File: config.mk
export PLATFORM = sky130hd
export DESIGN_NAME = sadc_readout
export DESIGN_NICKNAME = d
export VERILOG_FILES = /design/src/sadc_pkg.sv /design/src/sadc_conv_timer.sv /design/src/sadc_readout.sv
export SDC_FILE = /design/constraint.sdc
export NUM_CORES = 1
export LEC_CHECK = 0
export ABC_CLOCK_PERIOD_IN_PS = 5700
export BUFFER_PORTS_ARGS = -buffer_cell sky130_fd_sc_hd__buf_4
export CAP_MARGIN = 20
export CORE_UTILIZATION = 58
export CTS_BUF_LIST = sky130_fd_sc_hd__clkbuf_16
export CTS_CLUSTER_DIAMETER = 100
export DETAILED_ROUTE_END_ITERATION = 6
export GPL_TIMING_DRIVEN = 0
export PLACE_DENSITY = 0.93
export SKIP_LAST_GASP = 1
export SLEW_MARGIN = 20
export SYNTH_ARGS = -nofsm -noshare
export SYNTH_HDL_FRONTEND = slang
export SYNTH_SLANG_ARGS = --single-unit
File: constraint.sdc
create_clock -name clk_in -period 5.7 [get_ports clk_in]
set_input_delay 0.855 -clock clk_in [delete_from_list [all_inputs] [get_ports clk_in]]
set_output_delay 0.855 -clock clk_in [all_outputs]
set_load 0.005 [all_outputs]
File: src/sadc_pkg.sv
// sadc_pkg: constants and types of the conversion sequencer and readout
// assumes a 25 MHz system clock and a 32-bit avalon-mm register port
package sadc_pkg;

  localparam int CLK_HZ       = 25000000;
  localparam int CONV_TIME_NS = 650;
  localparam int ACQ_TIME_NS  = 150;
  // longest time rounds down, least time rounds up
  localparam int CONV_CYCLES  = (CONV_TIME_NS * (CLK_HZ / 1000000)) / 1000;
  localparam int ACQ_CYCLES   =
    (ACQ_TIME_NS * (CLK_HZ / 1000000) + 999) / 1000;

  localparam int RES_W  = 16;
  localparam int BYTE_W = 8;
  localparam int CNT_W  = 5;

  // register byte addresses
  localparam logic [3:0] ADDR_STATUS = 4'h0;
  localparam logic [3:0] ADDR_MASK   = 4'h4;
  localparam logic [3:0] ADDR_RESULT = 4'h8;
  localparam logic [3:0] ADDR_STATE  = 4'hc;

  // status and mask bit positions
  localparam int EVT_DONE  = 0;
  localparam int EVT_EARLY = 1;
  localparam int EVT_ABORT = 2;
  localparam int EVT_W     = 3;

  localparam logic [RES_W-1:0] RESULT_RST = 16'h0000;
  localparam logic [BYTE_W-1:0] BYTE_ONES = 8'hff;

  typedef enum logic [0:0] {
    SADC_SAMPLE  = 1'b0,
    SADC_CONVERT = 1'b1
  } sadc_state_e;

  typedef struct packed {
    logic abort;
    logic early;
    logic done;
  } sadc_evt_s;

endpackage : sadc_pkg

File: src/sadc_conv_timer.sv
// sadc_conv_timer: internal conversion clock, one bit step per cycle
// assumes start and abort are single-cycle pulses from the sequencer
`timescale 1ns/1ps
module sadc_conv_timer (
  // clock and reset
  input  wire logic                     clk_in,
  input  wire logic                     rst_n_in,
  // control
  input  wire logic                     start_in,
  input  wire logic                     abort_in,
  // step outputs
  output logic                          step_out,
  output logic [3:0]                    bit_idx_out,
  output logic                          last_out
);

  logic                          running;
  logic [sadc_pkg::CNT_W-1:0]    cnt;
  logic                          next_running;
  logic [sadc_pkg::CNT_W-1:0]    next_cnt;

  localparam logic [sadc_pkg::CNT_W-1:0] LAST_CNT =
    sadc_pkg::CNT_W'(sadc_pkg::CONV_CYCLES - 1);

  always_comb begin
    next_running = running;
    next_cnt     = cnt;
    if (abort_in) begin
      next_running = 1'b0;
      next_cnt     = '0;
    end else if (start_in) begin
      next_running = 1'b1;
      next_cnt     = '0;
    end else if (running) begin
      if (cnt == LAST_CNT) begin
        next_running = 1'b0;
        next_cnt     = '0;
      end else begin
        next_cnt = cnt + 1'b1;
      end
    end
  end

  always_ff @(posedge clk_in or negedge rst_n_in) begin
    if (!rst_n_in) begin
      running <= 1'b0;
      cnt     <= '0;
    end else begin
      running <= next_running;
      cnt     <= next_cnt;
    end
  end

  // msb decided first
  assign step_out    = running;
  assign bit_idx_out = 4'hf - cnt[3:0];
  assign last_out    = running && (cnt == LAST_CNT);

endmodule : sadc_conv_timer

File: src/sadc_readout.sv
// sadc_readout: conversion sequencer and parallel result port
// assumes pins synchronous to clk_in; sample_value_in is the digitised
// difference of the two analog inputs while they are connected
// Summary of operation
// - a low reset aborts any conversion and clears the result latches.
// - with select low, read low enables the last result onto the pins.
// - conversion steps come from an internal clock, none from outside.
// - a conversion ends within 650 ns, allowing 1.25 MHz throughput.
// - a start enters hold mode and freezes the input difference.
// - the analog inputs stay disconnected for the whole conversion.
// - a falling start with select low in sample mode begins a conversion; busy rises.
// - byte select high puts the low byte high and ones on low pins.
// - the result is straight binary, one step equal to ref over 65536.
// - unless select and read are both low the data pins float.
`timescale 1ns/1ps
module sadc_readout (
  // clock and reset
  input  wire logic                     clk_in,
  input  wire logic                     reset_n_in,
  // converter pins
  input  wire logic                     convert_start_n_in,
  input  wire logic                     select_n_in,
  input  wire logic                     read_n_in,
  input  wire logic                     byte_sel_in,
  output logic                          busy_out,
  output logic [15:0]                   result_bus_out,
  output logic                          result_bus_oe_out,
  // analog front end
  input  wire logic [15:0]              sample_value_in,
  output logic                          input_connect_out,
  output logic                          hold_out,
  // avalon-mm slave
  input  wire logic [3:0]               avs_address,
  input  wire logic                     avs_read,
  input  wire logic                     avs_write,
  input  wire logic [31:0]              avs_writedata,
  input  wire logic [3:0]               avs_byteenable,
  output logic [31:0]                   avs_readdata,
  output logic                          avs_waitrequest,
  // interrupt
  output logic                          irq_out
);

  // reset release
  logic                          rst_meta;
  logic                          rst_n;

  always_ff @(posedge clk_in or negedge reset_n_in) begin
    if (!reset_n_in) begin
      rst_meta <= 1'b0;
      rst_n    <= 1'b0;
    end else begin
      rst_meta <= 1'b1;
      rst_n    <= rst_meta;
    end
  end

  // sequencer state
  sadc_pkg::sadc_state_e         state;
  sadc_pkg::sadc_state_e         next_state;
  logic                          start_prev;
  logic [15:0]                   held;
  logic [15:0]                   next_held;
  logic [15:0]                   work;
  logic [15:0]                   next_work;
  logic [15:0]                   result;
  logic [15:0]                   next_result;
  logic [2:0]                    acq_cnt;
  logic [2:0]                    next_acq_cnt;
  sadc_pkg::sadc_evt_s           evt;
  logic                          start_fall;
  logic                          conv_start;
  logic                          conv_abort;
  logic                          step;
  logic [3:0]                    bit_idx;
  logic                          last;
  logic [15:0]                   trial;

  localparam logic [2:0] ACQ_MIN = 3'(sadc_pkg::ACQ_CYCLES);

  assign start_fall = start_prev && !convert_start_n_in && !select_n_in;
  assign conv_start = start_fall && (state == sadc_pkg::SADC_SAMPLE);
  // a new start during conversion acts as a self-clearing reset
  assign conv_abort = start_fall && (state == sadc_pkg::SADC_CONVERT);

  sadc_conv_timer u_timer (
    .clk_in      (clk_in),
    .rst_n_in    (rst_n),
    .start_in    (conv_start),
    .abort_in    (conv_abort),
    .step_out    (step),
    .bit_idx_out (bit_idx),
    .last_out    (last)
  );

  always_comb begin
    next_state   = state;
    next_held    = held;
    next_work    = work;
    next_result  = result;
    next_acq_cnt = acq_cnt;
    trial        = work | (16'h0001 << bit_idx);
    evt          = '0;
    if (state == sadc_pkg::SADC_SAMPLE && acq_cnt != ACQ_MIN) begin
      next_acq_cnt = acq_cnt + 3'h1;
    end
    if (conv_start) begin
      next_state = sadc_pkg::SADC_CONVERT;
      next_held  = sample_value_in;
      next_work  = 16'h0000;
      evt.early  = (acq_cnt != ACQ_MIN);
    end else if (conv_abort) begin
      next_state   = sadc_pkg::SADC_SAMPLE;
      next_acq_cnt = 3'h0;
      evt.abort    = 1'b1;
    end else if (step) begin
      // straight binary successive approximation
      if (held >= trial) begin
        next_work = trial;
      end
      if (last) begin
        next_state   = sadc_pkg::SADC_SAMPLE;
        next_acq_cnt = 3'h0;
        next_result  = (held >= trial) ? trial : work;
        evt.done     = 1'b1;
      end
    end
  end

  always_ff @(posedge clk_in or negedge rst_n) begin
    if (!rst_n) begin
      state      <= sadc_pkg::SADC_SAMPLE;
      start_prev <= 1'b1;
      held       <= 16'h0000;
      work       <= 16'h0000;
      result     <= sadc_pkg::RESULT_RST;
      acq_cnt    <= 3'h0;
    end else begin
      state      <= next_state;
      start_prev <= convert_start_n_in;
      held       <= next_held;
      work       <= next_work;
      result     <= next_result;
      acq_cnt    <= next_acq_cnt;
    end
  end

  // pin outputs
  logic                          next_busy;
  logic                          next_connect;
  logic [15:0]                   next_bus;
  logic                          next_oe;

  always_comb begin
    next_busy    = (next_state == sadc_pkg::SADC_CONVERT);
    next_connect = (next_state == sadc_pkg::SADC_SAMPLE);
    next_oe      = !select_n_in && !read_n_in;
    if (byte_sel_in) begin
      next_bus = {next_result[7:0], sadc_pkg::BYTE_ONES};
    end else begin
      next_bus = next_result;
    end
  end

  always_ff @(posedge clk_in or negedge rst_n) begin
    if (!rst_n) begin
      busy_out          <= 1'b0;
      input_connect_out <= 1'b1;
      hold_out          <= 1'b0;
      result_bus_out    <= sadc_pkg::RESULT_RST;
      result_bus_oe_out <= 1'b0;
    end else begin
      busy_out          <= next_busy;
      input_connect_out <= next_connect;
      hold_out          <= next_busy;
      result_bus_out    <= next_bus;
      result_bus_oe_out <= next_oe;
    end
  end

  // register port and interrupt
  logic [2:0]                    status;
  logic [2:0]                    next_status;
  logic [2:0]                    mask;
  logic [2:0]                    next_mask;
  logic                          next_wait;
  logic [31:0]                   next_rdata;
  logic                          wr_take;
  logic [2:0]                    clr;

  assign wr_take = avs_write && !avs_waitrequest;

  always_comb begin
    clr = '0;
    if (wr_take && avs_address == sadc_pkg::ADDR_STATUS
        && avs_byteenable[0]) begin
      clr = avs_writedata[2:0];
    end
    // set wins over clear
    next_status = (status & ~clr) | evt;
    next_mask   = mask;
    if (wr_take && avs_address == sadc_pkg::ADDR_MASK
        && avs_byteenable[0]) begin
      next_mask = avs_writedata[2:0];
    end
    // one wait state per request
    next_wait  = !((avs_read || avs_write) && avs_waitrequest);
    next_rdata = avs_readdata;
    if (avs_read && avs_waitrequest) begin
      unique case (avs_address)
        sadc_pkg::ADDR_STATUS: next_rdata = {29'h0, status};
        sadc_pkg::ADDR_MASK:   next_rdata = {29'h0, mask};
        sadc_pkg::ADDR_RESULT: next_rdata = {16'h0, result};
        sadc_pkg::ADDR_STATE:  next_rdata = {29'h0, acq_cnt == ACQ_MIN,
                                             input_connect_out, busy_out};
        default:               next_rdata = 32'h0000_0000;
      endcase
    end
  end

  always_ff @(posedge clk_in or negedge rst_n) begin
    if (!rst_n) begin
      status          <= 3'h0;
      mask            <= 3'h0;
      avs_waitrequest <= 1'b1;
      avs_readdata    <= 32'h0000_0000;
      irq_out         <= 1'b0;
    end else begin
      status          <= next_status;
      mask            <= next_mask;
      avs_waitrequest <= next_wait;
      avs_readdata    <= next_rdata;
      irq_out         <= |(next_status & next_mask);
    end
  end

endmodule : sadc_readout

==> results.py <==
metrics = {
    "timing": {
        "fin_hold_ws_ns": 0.2746,
        "rsz0062_at_grt": "no",
        "final_hold_viol_count": 0,
        "setup_ws_ns": 2.308,
        "fin_worst_skew_ns": 0.009653,
        "setup_tns_ns": 0,
        "slew_headroom_pct": 48.52,
        "setup_violations": 0,
        "fmax_mhz": 294.9,
        "tightest_slew_ns": 0.7686,
        "period_minus_slack_ns": 3.392,
        "drv_slew": 0,
        "timing.final.crit_share_pct": 59.50,
    },
    "synth": {
        "syn_inst": 463,
        "syn_area_sq_um": 4818,
        "seq_area_frac_synth_pct": 53.57,
        "synth_enable_flop_cells": 0,
        "yosys-top-cells-area": "dfrtp_1 52%, nand2_1 7.8%, ha_1 6.2%",
        "synthTopCellsByCount": "100 x dfrtp_1, 100 x nand2_1, 27 x o21ai_0",
        "yosysTopAreaCell": "dfrtp_1",
        "synth-seq-cells": 103,
        "avgSynthCellArea_sq_um": 10.41,
        "yosysWarnings": 0,
        "synth_top_area_share_pct": 51.93,
        "async_reset_ff_share_pct": 100.0,
        "ys_types": 59,
        "yosys_most_used_dff": "dfrtp_1",
    },
    "routing": {
        "final_antenna_net_count": 0,
        "num_vias": 3885,
        "dr.pass1.iters": 7,
        "post-route-drc-count": 0,
        "totalWireLength_mm": 11.57,
        "drt-wirelength-per-cell_um": 17.43,
        "drtIter0Drc": 303,
        "via_per_inst": 5.851,
    },
    "floorplanning": {
        "fp.dieH_um": 93.15,
        "start_util_pct": 61.09,
        "std_cell_rows": 32,
        "ios": 118,
        "dieArea_sq_um": 8676,
        "core_area_sq_um": 7888,
        "die_w_um": 93.15,
    },
    "critical_path": {
        "critPathMostFrequentCell": "ha_1",
        "critPathLaunchType": "register",
        "arrival_ns": 3.59,
        "path_class": "register to register",
        "r2r_setup_slack_ns": 2.31,
        "required_ns": 5.90,
        "crit_chain": "ha_1 > ha_1 > a21oi_1 > ha_1 > nand4_1 > nor2_1 > a311oi_1 > nand3_2 > a2111oi_0 > a211oi_1",
        "reg2reg_to": "result_bus_out[10]",
        "crit_path_end_kind": "register",
        "worstRegToRegCells": 10,
        "critical-path-max-stage-delay_ns": 0.48,
        "critPathMaxFanout": 9,
        "worstReg2RegStart": "u_timer.cnt[0]",
        "cp_slowest_cell": "a2111oi_0",
    },
    "final_layout": {
        "fin_nets": 645,
        "fillers": 511,
        "areaGrowthSynthToFinish_pct": 20.96,
        "diodes": 0,
        "final_area_sq_um": 5828,
        "final_layout_size_suffix_gt1_share_pct": 23.31,
    },
    "clock_tree": {
        "cts_tree": "done",
        "cts_buffers": 9,
        "clockRootBuffer": "clkbuf_16",
        "post_cts_buffers": 0,
        "clock-sinks": 103,
        "cts_hold_buffers": 0,
        "cts_htree_levels": 3,
        "clockBufferDepth": 2,
        "clkSlewWorstSetupHoldPaths_ns": 0.07,
        "clk_latency_ns": 0.35,
        "cts_resized": 0,
    },
    "pwr": {
        "pwr-share-clk_pct": 26.0,
        "p_int_mw": 1.465,
        "swShare_pct": 36.45,
        "power_switching_mw": 0.8404,
        "combPwrFrac_pct": 31.4,
        "pwr-share-seq_pct": 42.6,
        "powerDensity_nw_per_um2": 395.6,
        "vdd_drop_max_mv": 0.2039,
        "power_mw": 2.305,
        "power_leakage_nw": 2.903,
    },
    "run": {
        "max_cap_viol_count": 0,
    },
    "placed_design": {
        "portBuffers": 67,
        "place_area_sq_um": 5537,
        "dp_slack_ns": 2.363,
        "hpwl_mm": 8.368,
        "gp_congestion": 0.8936,
    },
    "global_route": {
        "grt_max_degree": 53,
        "grt_pass1_vias": 3891,
        "grt_pass1_wl_mm": 19.15,
        "gr-total-overflow": 0,
        "antenna_found_initial": 0,
        "grtUsageTotal_pct": 28.63,
    },
    "min_path": {
        "hp-class": "input pin to asynchronous set/reset pin",
    },
    "status": {
        "status": "complete, no violations",
    },
}
==> critical path, delay by kind of cell, from the launching register on <==
family,cells,cell delay [ns]
AND/OR/NAND/NOR,3,0.48
AO/OA/AOI/OAI,4,1.40
adder cells (fa/ha/maj),3,0.91
flip-flops,1,0.45
==> per-stage QoR <==
step | utilization (%) | cells
finish | 73.89 | 664
global route | 73.89 | 664
detailed placement | 70.19 | 648
floorplan | - | 478
global placement | 69.80 | 647
CTS | 73.89 | 664
==> state kept, by name, summed over array words and instances (netlist names), 3 cells and up <==
name	count
avs_readdata	16
held	16
result	16
result_bus_out	16
work	16
u_timer.cnt	5
acq_cnt	3
mask	3
status	3
==> cell usage in the layout, fill, tap and decap left out, drive strengths merged, types with 8 or more instances in the layout <==
cell type	count
dfrtp	100
nor3	8
nand2	100
nor2	27
a22o	21
buf	95
a21oi	25
conb	17
nand3	8
ha	24
o21ai	28
clkbuf	20
inv	13
==> layout make-up <==
cell class                 instances  area, sq um  share of cell area [%]
buffer                            38        227.7                   3.907
clock buffer                       9        225.2                   3.864
clock inverter                     7        66.31                   1.138
inverter                          10        37.54                  0.6441
multi-input combinational        327         2028                   34.80
sequential                       103         2585                   44.35
tap                              102        127.6                   2.190
timing repair buffer              68        530.5                   9.103
==> logic make-up after synthesis <==
kind of cell | after synthesis | share of synthesized area (%)
other cells | 2 | 0.1559
flops | 103 | 53.57
simple gates | 168 | 16.31
xor+xnor | 1 | 0.1818
compound gates | 110 | 15.50
buf+inv | 48 | 5.505
fa+ha+maj | 24 | 6.232
mux | 7 | 2.545
==> how the worst max path moves through the flow <==
stage	start	cells past startpoint	slack [ns]	endpoint
finish	u_timer.cnt[0]	10	2.31	result_bus_out[10]
global route	u_timer.cnt[3]	10	2.01	result_bus_out[10]
CTS	u_timer.cnt[3]	10	2.34	result_bus_out[10]
detailed placement	u_timer.cnt[3]	10	2.36	result_bus_out[10]
global placement	rst_n	0	1.69	avs_readdata[13]
floorplan	rst_n	0	2.62	acq_cnt[0]
==> per-layer routing <==
layer | GRT usage [%] | part of all wire (%) | vias up | wire length [um]
met5 | 0 | 0 | - | 0
met3 | 6.585 | 7.4 | 30 | 854
met2 | 49.63 | 51 | 217 | 5880
met4 | 10.38 | 2.1 | 0 | 242
met1 | 34.94 | 40 | 1864 | 4593
li1 | - | - | 1774 | -
==> power by group through the flow <==
stage	clock (mW)	combinational [mW]	sequential [mW]
final	0.599	0.723	0.983
after global routing	0.629	0.811	1.00
after CTS	0.599	0.717	0.981
after detailed placement	0	0.707	0.993
after global placement	0	0.653	0.988
after floorplan	0	0.486	0.967
(Power assumes the default switching activity.)
